## config.mk

```make
export PLATFORM = sky130hd
export DESIGN_NAME = tec_ctrl
export DESIGN_NICKNAME = d
export VERILOG_FILES = /design/src/rtl/tec_pkg.sv /design/src/rtl/tec_ctrl.sv /design/src/rtl/tec_lineset.sv /design/src/rtl/tec_locktab.sv
export VERILOG_INCLUDE_DIRS = /design/src /design/src/rtl
export SDC_FILE = /design/constraint.sdc
export NUM_CORES = 2
export LEC_CHECK = 0
export BUFFER_PORTS_ARGS = -buffer_cell sky130_fd_sc_hd__buf_2
export CAP_MARGIN = 20
export CELL_PAD_IN_SITES_DETAIL_PLACEMENT = 0
export CELL_PAD_IN_SITES_GLOBAL_PLACEMENT = 2
export CORE_UTILIZATION = 39
export CTS_CLUSTER_DIAMETER = 40
export CTS_CLUSTER_SIZE = 14
export DETAILED_ROUTE_END_ITERATION = 6
export PLACE_DENSITY = 0.89
export SLEW_MARGIN = 20
export SYNTH_ARGS = -nofsm -noshare
export SYNTH_HDL_FRONTEND = slang
export SYNTH_SLANG_ARGS = --single-unit
```

## constraint.sdc

```tcl
create_clock -name clk -period 7.9 [get_ports clk]
set_clock_uncertainty 0.05 [all_clocks]
set_input_delay 0.395 -clock clk [delete_from_list [all_inputs] [get_ports clk]]
set_output_delay 0.395 -clock clk [all_outputs]
set_load 0.005 [all_outputs]
```

## src/rtl/tec_params.svh

```systemverilog
// Constants of the transactional execution control block.
// Assumes inclusion by the package and by every design module.
`ifndef TEC_PARAMS_SVH
`define TEC_PARAMS_SVH
`define TEC_FEAT_LEAF    32'h0000_0007
`define TEC_HLE_BIT      4
`define TEC_RTM_BIT      11
`define TEC_LDTRK_BIT    16
`define TEC_LINE_BITS    6
`define TEC_LINE_BYTES   7'h40
`define TEC_SET_DEPTH    8
`define TEC_LOCK_LIMIT   2
`define TEC_HLE_NEST_MAX 4'h7
`define TEC_RTM_NEST_MAX 4'h7
`define TEC_ST_EXPLICIT  32'h0000_0001
`define TEC_ST_CONFLICT  32'h0000_0004
`define TEC_ST_OVERFLOW  32'h0000_0008
`define TEC_ST_NESTED    32'h0000_0020
`endif

```

## src/rtl/tec_pkg.sv

```systemverilog
// Types and shared helpers of the transactional execution control block.
// Assumes tec_params.svh is on the include path.
package tec_pkg;
  `include "tec_params.svh"

  typedef enum logic [3:0] {
    OP_NOP    = 4'h0,
    OP_BEGIN  = 4'h1,
    OP_END    = 4'h2,
    OP_ABORT  = 4'h3,
    OP_TEST   = 4'h4,
    OP_SUSLD  = 4'h5,
    OP_RESLD  = 4'h6,
    OP_FQUERY = 4'h7,
    OP_LOAD   = 4'h8,
    OP_STORE  = 4'h9,
    OP_LOCK   = 4'hA
  } tec_op_type;

  typedef enum logic [1:0] {
    TEC_IDLE = 2'b00,
    TEC_RTM  = 2'b01,
    TEC_HLE  = 2'b10
  } tec_mode_type;

  typedef logic [31-`TEC_LINE_BITS:0] tec_line_type;

  function automatic tec_line_type tec_line(input logic [31:0] a);
    return a[31:`TEC_LINE_BITS];
  endfunction

  // True when an access of 1 << sz bytes runs past its cache line
  function automatic logic tec_cross(input logic [31:0] a, input logic [1:0] sz);
    logic [6:0] endb;
    endb = {1'b0, a[`TEC_LINE_BITS-1:0]} + (7'h01 << sz);
    return endb > `TEC_LINE_BYTES;
  endfunction
endpackage

```

## src/rtl/tec_ctrl.sv

```systemverilog
// Transactional execution control: restricted regions, lock elision,
// feature report, conflict-driven aborts and restart redirection.
// Assumes one retired instruction per cycle and static support straps.
`timescale 1ns/1ps
`include "tec_params.svh"
module tec_ctrl import tec_pkg::*; (
  input  wire logic   clk,
  input  wire logic   rstn,
  input  wire logic   cfg_hle_sup,
  input  wire logic   cfg_rtm_sup,
  input  wire logic   cfg_ldtrk_sup,
  input  wire logic   ins_valid,
  input  tec_op_type  ins_op,
  input  wire logic [7:0]  ins_imm,
  input  wire logic [31:0] ins_pc,
  input  wire logic [31:0] ins_next_pc,
  input  wire logic [31:0] ins_offset,
  input  wire logic [31:0] ins_leaf,
  input  wire logic [31:0] ins_addr,
  input  wire logic [1:0]  ins_size,
  input  wire logic [31:0] ins_wdata,
  input  wire logic [31:0] ins_mdata,
  input  wire logic   ins_acq_hint,
  input  wire logic   ins_rel_hint,
  input  wire logic   snp_valid,
  input  wire logic   snp_wr,
  input  wire logic [31:0] snp_addr,
  output logic        ud_fault_r,
  output logic        redirect_r,
  output logic [31:0] redirect_pc_r,
  output logic        noelide_r,
  output logic        acc_wr_r,
  output logic [31:0] acc_data_r,
  output logic        commit_r,
  output logic        discard_r,
  output logic        in_txn_r,
  output logic        test_done_r,
  output logic        test_result_r,
  output logic        feat_valid_r,
  output logic [31:0] feat_b_r,
  output logic [31:0] feat_d_r,
  output logic        fwd_valid_r,
  output logic [31:0] fwd_data_r
);
  localparam int CW = $clog2(`TEC_LOCK_LIMIT + 1);

  // ==========================================================
  // State
  tec_mode_type mode_r,  mode_nxt;
  logic [3:0]   rtm_nest_r, rtm_nest_nxt;
  logic [3:0]   hle_nest_r, hle_nest_nxt;
  logic [31:0]  fallback_r, fallback_nxt;
  logic [31:0]  hle_pc_r,   hle_pc_nxt;
  logic         noelide_pend_r, noelide_pend_nxt;
  logic         commit_nxt;

  // ==========================================================
  // Decode
  wire v       = ins_valid;
  wire in_txn  = (mode_r != TEC_IDLE);
  wire m_rtm   = (mode_r == TEC_RTM);
  wire m_hle   = (mode_r == TEC_HLE);
  wire rtm_op  = v && (ins_op == OP_BEGIN || ins_op == OP_END || ins_op == OP_ABORT);
  wire ld_op   = v && (ins_op == OP_SUSLD || ins_op == OP_RESLD);
  wire tst_op  = v && ins_op == OP_TEST;
  wire ud_rtm  = rtm_op && !cfg_rtm_sup;
  wire ud_tst  = tst_op && !(cfg_hle_sup || cfg_rtm_sup);
  wire ud_ld   = ld_op && !cfg_ldtrk_sup;
  wire ud_any  = ud_rtm || ud_tst || ud_ld;
  wire beg     = v && ins_op == OP_BEGIN && cfg_rtm_sup;
  wire fin     = v && ins_op == OP_END && cfg_rtm_sup && m_rtm;
  wire xab     = v && ins_op == OP_ABORT && cfg_rtm_sup && in_txn;
  wire is_ld   = v && ins_op == OP_LOAD;
  wire is_st   = v && ins_op == OP_STORE;
  wire is_lk   = v && ins_op == OP_LOCK;

  // Hints are ignored inside restricted regions and on replay
  wire hle_ok  = cfg_hle_sup && !noelide_pend_r && !m_rtm;
  wire acq     = is_lk && ins_acq_hint && hle_ok;
  wire acq_rpl = is_lk && ins_acq_hint && noelide_pend_r;
  wire rel     = is_st && ins_rel_hint && m_hle;

  // ==========================================================
  // Elided lock table
  logic        lt_hit;
  logic [1:0]  lt_size;
  logic [31:0] lt_orig;
  logic [31:0] lt_acq;
  logic        lt_full;
  logic [CW-1:0] lt_cnt;

  wire crosses  = tec_cross(ins_addr, ins_size);
  wire acq_rec  = acq && lt_hit;
  wire acq_bad  = acq && crosses;
  wire acq_deep = acq && hle_nest_r == `TEC_HLE_NEST_MAX;
  wire acq_go   = acq && !acq_rec && !acq_bad && !acq_deep;
  wire acq_el   = acq_go && !lt_full;
  wire acq_ws   = acq_go && lt_full;
  wire rel_bad  = rel && lt_hit
                  && (lt_size != ins_size || ins_wdata != lt_orig);
  wire rel_ok   = rel && lt_hit && !rel_bad;
  wire rel_last = rel && hle_nest_r == 4'h1;
  wire matched  = rel_ok ? (lt_cnt == CW'(1)) : (lt_cnt == '0);
  wire st_lock  = is_st && !ins_rel_hint && m_hle && lt_hit;
  wire fwd      = is_ld && m_hle && lt_hit;

  // ==========================================================
  // Abort causes
  logic set_conf;
  logic set_ovf;
  wire ab_set  = in_txn && (set_conf || set_ovf);
  wire ab_rnst = beg && m_rtm && rtm_nest_r == `TEC_RTM_NEST_MAX;
  wire ab_hle  = m_hle && (acq_rec || acq_bad || acq_deep || rel_bad || st_lock
                 || (rel_last && !matched) || beg || xab);
  wire abort   = ab_set || (m_rtm && (xab || ab_rnst)) || ab_hle;

  wire [31:0] st_base = xab ? ({ins_imm, 24'h00_0000} | `TEC_ST_EXPLICIT)
                      : set_conf ? `TEC_ST_CONFLICT
                      : set_ovf  ? `TEC_ST_OVERFLOW : 32'h0000_0000;
  wire [31:0] status  = st_base | ((rtm_nest_r > 4'h1) ? `TEC_ST_NESTED : 32'h0000_0000);

  // Elided lock goes to the read-set, other writes except a matching release to the write-set
  wire mem_op  = is_ld || is_st || is_lk;
  wire add_v   = (in_txn || acq_el) && mem_op && !abort && !rel_ok;
  wire add_wr  = is_st || (is_lk && !acq_el);
  wire set_clr = abort || commit_nxt;

  // ==========================================================
  // Region sequencing
  always_comb begin
    mode_nxt         = mode_r;
    rtm_nest_nxt     = rtm_nest_r;
    hle_nest_nxt     = hle_nest_r;
    fallback_nxt     = fallback_r;
    hle_pc_nxt       = hle_pc_r;
    noelide_pend_nxt = noelide_pend_r && !acq_rpl;
    commit_nxt       = 1'b0;
    if (abort) begin
      mode_nxt     = TEC_IDLE;
      rtm_nest_nxt = 4'h0;
      hle_nest_nxt = 4'h0;
      if (m_hle) noelide_pend_nxt = 1'b1;
    end else begin
      unique case (mode_r)
        TEC_IDLE: begin
          if (beg) begin
            mode_nxt     = TEC_RTM;
            rtm_nest_nxt = 4'h1;
            fallback_nxt = ins_next_pc + ins_offset;
          end else if (acq_el) begin
            mode_nxt     = TEC_HLE;
            hle_nest_nxt = 4'h1;
            hle_pc_nxt   = ins_pc;
          end
        end
        TEC_RTM: begin
          if (beg) rtm_nest_nxt = rtm_nest_r + 4'h1;
          else if (fin) begin
            rtm_nest_nxt = rtm_nest_r - 4'h1;
            if (rtm_nest_r == 4'h1) begin
              mode_nxt   = TEC_IDLE;
              commit_nxt = 1'b1;
            end
          end
        end
        TEC_HLE: begin
          if (acq_el || acq_ws) hle_nest_nxt = hle_nest_r + 4'h1;
          else if (rel) begin
            hle_nest_nxt = hle_nest_r - 4'h1;
            if (rel_last) begin
              mode_nxt   = TEC_IDLE;
              commit_nxt = 1'b1;
            end
          end
        end
        default: mode_nxt = TEC_IDLE;
      endcase
    end
  end

  // ==========================================================
  // Registers
  always_ff @(posedge clk or negedge rstn) begin
    if (!rstn) begin
      mode_r         <= TEC_IDLE;
      rtm_nest_r     <= 4'h0;
      hle_nest_r     <= 4'h0;
      fallback_r     <= 32'h0000_0000;
      hle_pc_r       <= 32'h0000_0000;
      noelide_pend_r <= 1'b0;
    end else begin
      mode_r         <= mode_nxt;
      rtm_nest_r     <= rtm_nest_nxt;
      hle_nest_r     <= hle_nest_nxt;
      fallback_r     <= fallback_nxt;
      hle_pc_r       <= hle_pc_nxt;
      noelide_pend_r <= noelide_pend_nxt;
    end
  end

  wire        fq_hit = v && ins_op == OP_FQUERY && ins_leaf == `TEC_FEAT_LEAF;
  wire [31:0] feat_b = (32'(cfg_hle_sup) << `TEC_HLE_BIT)
                     | (32'(cfg_rtm_sup) << `TEC_RTM_BIT);
  wire [31:0] feat_d = 32'(cfg_ldtrk_sup) << `TEC_LDTRK_BIT;

  always_ff @(posedge clk or negedge rstn) begin
    if (!rstn) begin
      ud_fault_r    <= 1'b0;
      redirect_r    <= 1'b0;
      redirect_pc_r <= 32'h0000_0000;
      noelide_r     <= 1'b0;
      acc_wr_r      <= 1'b0;
      acc_data_r    <= 32'h0000_0000;
      commit_r      <= 1'b0;
      discard_r     <= 1'b0;
      in_txn_r      <= 1'b0;
      test_done_r   <= 1'b0;
      test_result_r <= 1'b0;
      feat_valid_r  <= 1'b0;
      feat_b_r      <= 32'h0000_0000;
      feat_d_r      <= 32'h0000_0000;
      fwd_valid_r   <= 1'b0;
      fwd_data_r    <= 32'h0000_0000;
    end else begin
      ud_fault_r    <= ud_any;
      redirect_r    <= abort;
      redirect_pc_r <= m_hle ? hle_pc_r : fallback_r;
      noelide_r     <= abort && m_hle;
      acc_wr_r      <= abort && m_rtm;
      acc_data_r    <= status;
      commit_r      <= commit_nxt;
      discard_r     <= abort;
      in_txn_r      <= mode_nxt != TEC_IDLE;
      test_done_r   <= tst_op && !ud_tst;
      test_result_r <= in_txn;
      feat_valid_r  <= v && ins_op == OP_FQUERY;
      feat_b_r      <= fq_hit ? feat_b : 32'h0000_0000;
      feat_d_r      <= fq_hit ? feat_d : 32'h0000_0000;
      fwd_valid_r   <= fwd;
      fwd_data_r    <= lt_acq;
    end
  end

  // ==========================================================
  // Submodules
  tec_locktab u_locks (
    .clk       (clk),
    .rstn      (rstn),
    .clr       (set_clr),
    .ins_v     (acq_el && !abort),
    .ins_addr  (ins_addr),
    .ins_size  (ins_size),
    .ins_orig  (ins_mdata),
    .ins_acq   (ins_wdata),
    .rel_v     (rel_ok && !abort),
    .look_addr (ins_addr),
    .hit       (lt_hit),
    .hit_size  (lt_size),
    .hit_orig  (lt_orig),
    .hit_acq   (lt_acq),
    .full      (lt_full),
    .cnt       (lt_cnt)
  );

  // Line granularity means neighbours of a lock can false-share
  tec_lineset u_sets (
    .clk        (clk),
    .rstn       (rstn),
    .clr        (set_clr),
    .add_v      (add_v),
    .add_wr     (add_wr),
    .add_line   (tec_line(ins_addr)),
    .snp_v      (snp_valid),
    .snp_wr     (snp_wr),
    .snp_line   (tec_line(snp_addr)),
    .conflict_r (set_conf),
    .overflow_r (set_ovf)
  );
endmodule // tec_ctrl

```

## src/rtl/tec_lineset.sv

```systemverilog
// Read-set and write-set of the running region, one entry per cache line.
// Assumes adds and snoops arrive as single-cycle strobes in the core clock.
`timescale 1ns/1ps
`include "tec_params.svh"
module tec_lineset import tec_pkg::*; (
  input  wire logic   clk,
  input  wire logic   rstn,
  input  wire logic   clr,
  input  wire logic   add_v,
  input  wire logic   add_wr,
  input  tec_line_type add_line,
  input  wire logic   snp_v,
  input  wire logic   snp_wr,
  input  tec_line_type snp_line,
  output logic        conflict_r,
  output logic        overflow_r
);
  localparam int DEPTH = `TEC_SET_DEPTH;
  localparam int IW    = $clog2(DEPTH);

  logic [DEPTH-1:0] vld_r;
  logic [DEPTH-1:0] rd_r;
  logic [DEPTH-1:0] wr_r;
  tec_line_type     tag_r [DEPTH];
  logic [DEPTH-1:0] hit;
  logic             conf_v;
  logic             has_free;
  logic [IW-1:0]    free_idx;

  // Remote read clashes with our writes, remote write with anything
  always_comb begin
    hit      = '0;
    conf_v   = 1'b0;
    has_free = 1'b0;
    free_idx = '0;
    for (int i = 0; i < DEPTH; i++) begin
      hit[i] = vld_r[i] && (tag_r[i] == add_line);
      if (vld_r[i] && tag_r[i] == snp_line && (wr_r[i] || (snp_wr && rd_r[i])))
        conf_v = 1'b1;
      if (!vld_r[i] && !has_free) begin
        has_free = 1'b1;
        free_idx = IW'(i);
      end
    end
  end

  always_ff @(posedge clk or negedge rstn) begin
    if (!rstn) begin
      vld_r <= '0;
      rd_r  <= '0;
      wr_r  <= '0;
      for (int i = 0; i < DEPTH; i++) tag_r[i] <= '0;
    end else if (clr) begin
      vld_r <= '0;
      rd_r  <= '0;
      wr_r  <= '0;
    end else if (add_v && |hit) begin
      rd_r <= rd_r | (hit & {DEPTH{!add_wr}});
      wr_r <= wr_r | (hit & {DEPTH{add_wr}});
    end else if (add_v && has_free) begin
      vld_r[free_idx] <= 1'b1;
      rd_r[free_idx]  <= !add_wr;
      wr_r[free_idx]  <= add_wr;
      tag_r[free_idx] <= add_line;
    end
  end

  always_ff @(posedge clk or negedge rstn) begin
    if (!rstn) begin
      conflict_r <= 1'b0;
      overflow_r <= 1'b0;
    end else begin
      conflict_r <= snp_v && conf_v && !clr;
      overflow_r <= add_v && !clr && !(|hit) && !has_free;
    end
  end
endmodule // tec_lineset

```

## src/rtl/tec_locktab.sv

```systemverilog
// Table of locks currently elided, looked up by lock address.
// Assumes at most one insert or one release per cycle.
`timescale 1ns/1ps
`include "tec_params.svh"
module tec_locktab import tec_pkg::*; #(
  localparam int N  = `TEC_LOCK_LIMIT,
  localparam int IW = (N > 1) ? $clog2(N) : 1,
  localparam int CW = $clog2(N + 1)
) (
  input  wire logic          clk,
  input  wire logic          rstn,
  input  wire logic          clr,
  input  wire logic          ins_v,
  input  wire logic [31:0]   ins_addr,
  input  wire logic [1:0]    ins_size,
  input  wire logic [31:0]   ins_orig,
  input  wire logic [31:0]   ins_acq,
  input  wire logic          rel_v,
  input  wire logic [31:0]   look_addr,
  output logic               hit,
  output logic [1:0]         hit_size,
  output logic [31:0]        hit_orig,
  output logic [31:0]        hit_acq,
  output logic               full,
  output logic [CW-1:0]      cnt
);
  logic [N-1:0]  vld_r;
  logic [31:0]   addr_r [N];
  logic [1:0]    size_r [N];
  logic [31:0]   orig_r [N];
  logic [31:0]   acq_r  [N];
  logic [IW-1:0] hit_idx;
  logic [IW-1:0] free_idx;

  always_comb begin
    hit      = 1'b0;
    hit_idx  = '0;
    free_idx = '0;
    full     = 1'b1;
    cnt      = '0;
    for (int i = 0; i < N; i++) begin
      if (vld_r[i] && addr_r[i] == look_addr && !hit) begin
        hit     = 1'b1;
        hit_idx = IW'(i);
      end
      if (!vld_r[i] && full) begin
        full     = 1'b0;
        free_idx = IW'(i);
      end
      cnt = cnt + CW'(vld_r[i]);
    end
    hit_size = size_r[hit_idx];
    hit_orig = orig_r[hit_idx];
    hit_acq  = acq_r[hit_idx];
  end

  always_ff @(posedge clk or negedge rstn) begin
    if (!rstn) begin
      vld_r <= '0;
      for (int i = 0; i < N; i++) begin
        addr_r[i] <= '0;
        size_r[i] <= '0;
        orig_r[i] <= '0;
        acq_r[i]  <= '0;
      end
    end else if (clr) begin
      vld_r <= '0;
    end else if (rel_v && hit) begin
      vld_r[hit_idx] <= 1'b0;
    end else if (ins_v && !full) begin
      vld_r[free_idx]  <= 1'b1;
      addr_r[free_idx] <= ins_addr;
      size_r[free_idx] <= ins_size;
      orig_r[free_idx] <= ins_orig;
      acq_r[free_idx]  <= ins_acq;
    end
  end
endmodule // tec_locktab

```

After elaboration in Yosys (flattened, before gate mapping). Index checks and enable logic that the tools add are counted.

Equality and inequality tests: 44. Multipliers: 0. Order comparisons: 13. Div/mod/pow operators: 0. Shift operators: 1. Add/sub/neg operators: 7. Bitwise logic cells: 18. Reductions and logical operators: 201. Mux-type cells: 108.

Operators by type and width (count): equality test 26 bit (16); two-way mux 32 bit (9); bitwise mux 208 bit (1); bitwise mux 64 bit (3); logical AND 1 bit (116); demux 26 bit (select 3 bit) (1); two-way mux 8 bit (9); equality test 32 bit (2); two-way mux 4 bit (11); zero test 1 bit (36); two-way mux 1 bit (36); two-way mux 2 bit (18); adder 32 bit (1); demux 32 bit (select 1 bit) (1); equality test 32 x 3 -> 1 bit, second input constant (1); logical OR 1 bit (32); != test 32 bit (1); bitwise OR 32 x 6 -> 32 bit (1); two-way mux 26 bit (1); equality test 4 x 3 -> 1 bit, second input constant (6); bitwise OR 8 bit (3); two-way mux 17 bit (1); AND 8 bit (2); bitwise mux 8 bit (2); 48 further kinds (82).

Bits in writable memories: 0. Latch bits: 0. Register bits: 642. Bits of input ports: 280. Logic and storage cells: 435. ROM bits: 0. Output and inout bits: 171. Memories: 0.

Depth between registers and ports, before layout.
Depth after elaboration: 30. Gate-level depth with buffers: 18. Mapped depth without buffers: 14.

Cells and area by module. From an unflattened synthesis, not the netlist that was laid out.

Cells, all modules: 2703. Area total of the unflattened synthesis: 32562.5 um^2.

Modules (own cells, without submodules): tec_lineset (area each 14340.0 um^2, sequential area each 5855.6 um^2, cells each 1234, times used 1); tec_ctrl (area each 9115.0 um^2, sequential area each 4103.9 um^2, cells each 859, times used 1); tec_locktab (area each 9107.5 um^2, sequential area each 4954.8 um^2, cells each 610, times used 1).

Least setup slack after synthesis. No wires, ideal clock.

Kind: in2reg. Start point: in ins_size[0]. End point: reg u_sets.tag_r[31] (netlist bit). Buffers on the path: 3. Path slack: 3.635 ns. Stages on the path: 17. Arrival time: 4.090 ns. Data required time: 7.725 ns. Library setup time: 0.125 ns. Path through: clkbuf_1 > nor2_1 > ha_1 > fa_1 > a211o_1 > and4_1 > o21ai_0 > o311a_1 > nand3_1 > a211oi_1 > nand4_1 > a21oi_1 > nand2_1 > buf_4 > nor4_4 > buf_4 > mux2_2.

Longest elaborated chain between the ends: 19. Elaborated cells on any way between the ends: 42. Classes of those cells: 1 x add/sub; 1 x order compare; 1 x eq/ne; 1 x shift; 4 x mux; 2 x bitwise; 32 x reduce/logical.

RTL lines: start, declared (line tec_ctrl.sv:20) `input wire logic [1:0] ins_size,`; << shifter 1 x 2 -> 7 bit / != test 2 bit (equally long branches) (line tec_pkg.sv:35, tec_ctrl.sv:100); adder 6 x 7 -> 7 bit / logical OR 1 bit (equally long branches) (line tec_pkg.sv:35, tec_ctrl.sv:100); > comparator 7 bit (no line) / logical AND 1 bit (equally long branches); logical AND 1 bit / zero test 1 bit (equally long branches) (line tec_ctrl.sv:94, tec_ctrl.sv:101); logical OR 1 bit / logical AND 1 bit (equally long branches) (line tec_ctrl.sv:113, tec_ctrl.sv:101); logical OR 1 bit / two-way mux 1 bit (equally long branches) (line tec_ctrl.sv:113, tec_ctrl.sv:103); logical OR 1 bit / zero test 1 bit (equally long branches) (line tec_ctrl.sv:113, tec_ctrl.sv:114); logical OR 1 bit / logical AND 1 bit (equally long branches) (line tec_ctrl.sv:113, tec_ctrl.sv:114); logical OR 1 bit (3 in series) (line tec_ctrl.sv:114) `|| (rel_last && !matched) || beg || xab);`; logical AND 1 bit (line tec_ctrl.sv:113) `wire ab_hle = m_hle && (acq_rec || acq_bad || acq_deep || rel_bad || st_lock`; logical OR 1 bit (line tec_ctrl.sv:115) `wire abort = ab_set || (m_rtm && (xab || ab_rnst)) || ab_hle;`; zero test 1 bit (line tec_ctrl.sv:124) `wire add_v = (in_txn || acq_el) && mem_op && !abort && !rel_ok;`; logical AND 1 bit (2 in series) (line tec_ctrl.sv:124); logical AND 1 bit (line tec_lineset.sv:57) `end else if (add_v && |hit) begin`; NOT 1 bit (no line); AND reduction 3 bit (no line) (*); end signal, assigned by index (line tec_lineset.sv:64) `tag_r[free_idx] <= add_line;`; end, declared (line tec_lineset.sv:24) `tec_line_type tag_r [DEPTH];`.

Every way passes the cells marked *; elsewhere a longest branch is shown, timed or not. A chain may end at the register's enable or synchronous reset.

Worst setup path in the final report.
Start point: in ins_addr[3]. End point: reg u_sets.tag_r[66] (netlist bit).

Longest elaborated chain between the ends: 29. Elaborated cells on any way between the ends: 63. Classes of those cells: 1 x add/sub; 1 x order compare; 4 x eq/ne; 13 x mux; 3 x bitwise; 41 x reduce/logical.

RTL lines: start, declared (line tec_ctrl.sv:19) `input wire logic [31:0] ins_addr,`; equality test 32 bit (line tec_locktab.sv:42) `if (vld_r[i] && addr_r[i] == look_addr && !hit) begin`; logical AND 1 bit (line tec_locktab.sv:42); two-way mux 1 bit (line tec_locktab.sv:42); zero test 1 bit (line tec_locktab.sv:42); logical AND 1 bit (line tec_locktab.sv:42); two-way mux 1 bit (line tec_locktab.sv:42); NOT 1 -> 2 bit (implied by the code) (line tec_locktab.sv:52, tec_locktab.sv:53); two-way mux 32 bit (implied by the code) / two-way mux 2 bit (equally long branches) (3 in series) (line tec_locktab.sv:53, tec_locktab.sv:52); [8 not listed]; logical OR 1 bit (3 in series) (line tec_ctrl.sv:114); logical AND 1 bit (line tec_ctrl.sv:113); logical OR 1 bit (line tec_ctrl.sv:115); zero test 1 bit (line tec_ctrl.sv:124); logical AND 1 bit (2 in series) (line tec_ctrl.sv:124); logical AND 1 bit (line tec_lineset.sv:57); NOT 1 bit (no line); AND reduction 3 bit (no line) (*).

Every way passes the cells marked *; elsewhere a longest branch is shown, timed or not. The select of a mux whose other input is x is not followed.

==> flow_metrics.tcl <==
set metrics [dict create \
    hold_start "ins_addr[29]" \
    initialDrtViolationCount 1583 \
    area_growth_pct 22.5 \
    worst_pin_slew_ps 983 \
    cp.required_ps 8400 \
    synth_cells 2835 \
    r2r_slack_ps 2020 \
    p_seq_frac 0.378 \
    ys.warnings.count 0 \
    cpMostUsedCell "nor4_1" \
    routed_wl_um 103000 \
    p_int_mw 7.43 \
    io_pins 451 \
    critPathLaunch "ins_addr[3]" \
    synth-seq-cells 596 \
    avgSynthCellArea_um2 11.6 \
    crit_type "primary input to flip-flop" \
    max-clock-path-buffers 3 \
    p_switching_mw 3.14 \
    root_buffer "clkbuf_16" \
    reg2reg_from "u_locks.addr_r[62]$_DFFE_PN0P_" \
    drcViolationCount 0 \
    grtUsageTotal 0.239 \
    slowest_stage "nand4_2" \
    finalHoldWorstSlack_ps 38.7 \
    rr_worst_depth 11 \
    vias 24200 \
    clkPwrFrac 0.431 \
    post-place-ws_ps 1770 \
    fmaxAchievable_ghz 0.167 \
    yosysTopAreaCellShare 0.453 \
    final_cell_mix "596 x dfrtp_1, 530 x mux2_2, 362 x buf_2, 291 x xnor2_1, 261 x xor2_1" \
    avgRoutedWirePerCell_um 22.7 \
    min_path_type "primary input to flip-flop" \
    viasPerCell 5.33 \
    fp.dieArea_mm2 0.0857 \
    swShare 0.297 \
    synthArstFlopShare 1.00 \
    post_cts_resized 0 \
    place_congestion 0.892 \
    final_nets 3634 \
    endpoint "u_sets.tag_r[66]$_DFFE_PN0P_" \
    row_count 106 \
    synth_compound_area_frac 0.0476 \
    critPathMaxStageDelay_ps 930 \
    io_buffers 363 \
    layout-drive-gt1-share 0.340 \
    grt_max_degree 174 \
    ys_types 85 \
    final_util 0.482 \
    synth_flop_cell "dfrtp_1" \
    crit_path_end_kind "flip-flop" \
    grt_pass1_vias 24700 \
    ant_nets 0 \
    die_h_um 293 \
    core_mm2 0.0837 \
    crit_path_cell_trace "dlygate4sd3_1 > buf_2 > xor2_1 > nor4_1 > nand4_1 > nor4_1 > o21ai_0 > a221o_1 > and4bb_4 > mux2_4 > nor3_4 > nand4_2 > mux2_2" \
    drt_pass1_iterations 5 \
    arrival_ps 6470 \
    overflow 0 \
    seq_area_frac_synth 0.453 \
    slew_headroom 0.343 \
    fin_area_mm2 0.0404 \
    muxShareOfSynthArea 0.183 \
    multiInputGateArea_mm2 0.0169 \
    clock_latency_ps 680 \
    finalHoldViolCount 0 \
    final.min_clock_period_ps 5980 \
    vdd_drop_max_mv 0.166 \
    dpl_cell_area_mm2 0.0355 \
    r2r-end "u_sets.tag_r[66]$_DFFE_PN0P_" \
    cts_tree "yes" \
    synth_adder_area_share 0.0194 \
    slew_violations 0 \
    n_fill_cell 7646 \
    layout_commonest_cell "dfrtp_1" \
    setup_ws_ps 1920 \
    power_frac_comb 0.191 \
    cp_max_fo 26 \
    htree_levels 3 \
    antenna_found_initial 20 \
    critPathLaunchType "primary input" \
    cts_made_buffers 105 \
    yosysTopAreaCell "dfrtp_1" \
    cts_sinks 596 \
    start_util 0.394 \
    synthSimpleGateAreaFrac 0.104 \
    status "completed" \
    synth_top_family_by_area "multiplexers" \
    synth_xor_area_frac 0.147 \
    regArea_mm2 0.0149 \
    p_leak_nw 19.2 \
    rsz0062_at_grt "false" \
    yosys-top-cells-area "dfrtp_1 45%, mux2_2 18%, xnor2_1 7.7%" \
    max-cap-violations 0 \
    die_w_um 293 \
    netlist_area_mm2 0.0330 \
    finalSetupViolCount 0 \
    cts.reportedPaths.clkPinSlew_ps 50 \
    p_per_area_mw_per_mm2 262 \
    synth-edff-count 0 \
    fin_tns_setup_ps 0 \
    grt_pass1_wl_um 154000 \
    hpwl_um 69400 \
    finalCritPeriodShare 0.756 \
]
## power groups by stage
stage | Combinational (mW) | Sequential (mW) | Clock, mW
3_3_place_gp | 1.93 | 4.01 | 0
3_5_place_dp | 1.95 | 4.03 | 0
5_1_grt | 2.20 | 4.06 | 4.78
2_1_floorplan | 1.35 | 3.95 | 0
4_1_cts | 2.01 | 3.99 | 4.64
6_report | 2.02 | 3.99 | 4.56
## worst max-delay path: cells and delay by family
kind | cells | cell delay [ps]
AND/OR/NAND/NOR | 6 | 3580
multiplexers | 2 | 950
buffers and inverters | 2 | 740
AO/OA/AOI/OAI | 2 | 600
XOR/XNOR | 1 | 190
## logic make-up after synthesis
kind of cell	after synthesis
AO/OA/AOI/OAI	225
AND/OR/NAND/NOR	581
adder cells (fa/ha/maj)	50
other	1
buffers and inverters	293
flip-flops	596
XOR/XNOR	552
multiplexers	537
## metal layers
metal	global-route usage	up-vias	routed length, um
met5	0	-	174
met4	0.100	28	4030
met3	0.0582	245	7200
met2	0.385	780	48000
met1	0.306	12200	43800
li1	-	11000	-
## cell usage after synthesis, drive strengths merged, types with 10 or more instances
| master | instances |
|---|---|
| nor2b | 25 |
| nand4 | 140 |
| inv | 54 |
| nand2 | 49 |
| o21ai | 35 |
| clkbuf | 79 |
| nor2 | 99 |
| xor2 | 261 |
| or3 | 11 |
| dfrtp | 596 |
| a211oi | 18 |
| a21o | 16 |
| mux2 | 531 |
| and2 | 16 |
| nand3 | 30 |
| nor3 | 28 |
| a31oi | 10 |
| o22ai | 11 |
| nand2b | 11 |
| or4 | 19 |
| xnor2 | 291 |
| a21oi | 45 |
| buf | 160 |
| nor4 | 93 |
| ha | 48 |
## worst min-delay path by stage
stage	to	slack, ps	cells past startpoint
after floorplan	acc_data_r[0]$_DFF_PN0_	50	0
after global placement	acc_data_r[28]$_DFF_PN0_	370	1
after detailed placement	acc_data_r[28]$_DFF_PN0_	380	1
after CTS	u_locks.acq_r[32]$_DFFE_PN0P_	2	2
after global routing	u_locks.addr_r[29]$_DFFE_PN0P_	30	2
final	u_locks.addr_r[29]$_DFFE_PN0P_	40	2
## metrics by stage
| step | instances | total power, mW |
|---|---|---|
| 2_1_floorplan | 2915 | 5.30 |
| 3_3_place_gp | 4212 | 5.94 |
| 3_5_place_dp | 4212 | 5.98 |
| 4_1_cts | 4530 | 10.6 |
| 5_1_grt | 4536 | 11.0 |
| 6_report | 4539 | 10.6 |
## state kept, by name, summed over array words and instances (netlist names), 2 cells and up
| name | cells |
|---|---|
| acc_data_r | 12 |
| u_sets.vld_r | 8 |
| rtm_nest_r | 4 |
| u_locks.addr_r | 64 |
| hle_nest_r | 4 |
| u_locks.vld_r | 2 |
| fallback_r | 32 |
| u_sets.rd_r | 8 |
| hle_pc_r | 32 |
| u_sets.wr_r | 8 |
| feat_b_r | 2 |
| fwd_data_r | 32 |
| u_locks.size_r | 4 |
| redirect_pc_r | 32 |
| mode_r | 2 |
| u_locks.orig_r | 64 |
| u_sets.tag_r | 208 |
| u_locks.acq_r | 64 |
## layout make-up
| type | count | area share |
|---|---|---|
| inverters | 54 | 0.00502 |
| multi-input cells | 2026 | 0.418 |
| well taps | 1134 | 0.0351 |
| repair buffers | 521 | 0.0834 |
| clock buffers | 129 | 0.0711 |
| diodes | 8 | 0.000496 |
| flip-flops and latches | 596 | 0.369 |
| clock inverters | 71 | 0.0178 |
## timing repair
action | CTS | global route
hold endpoints to repair | 247 | 0
setup buffers | 0 | 0
hold buffers | 118 | 0
Note: power is estimated with default switching activity, not from simulation.
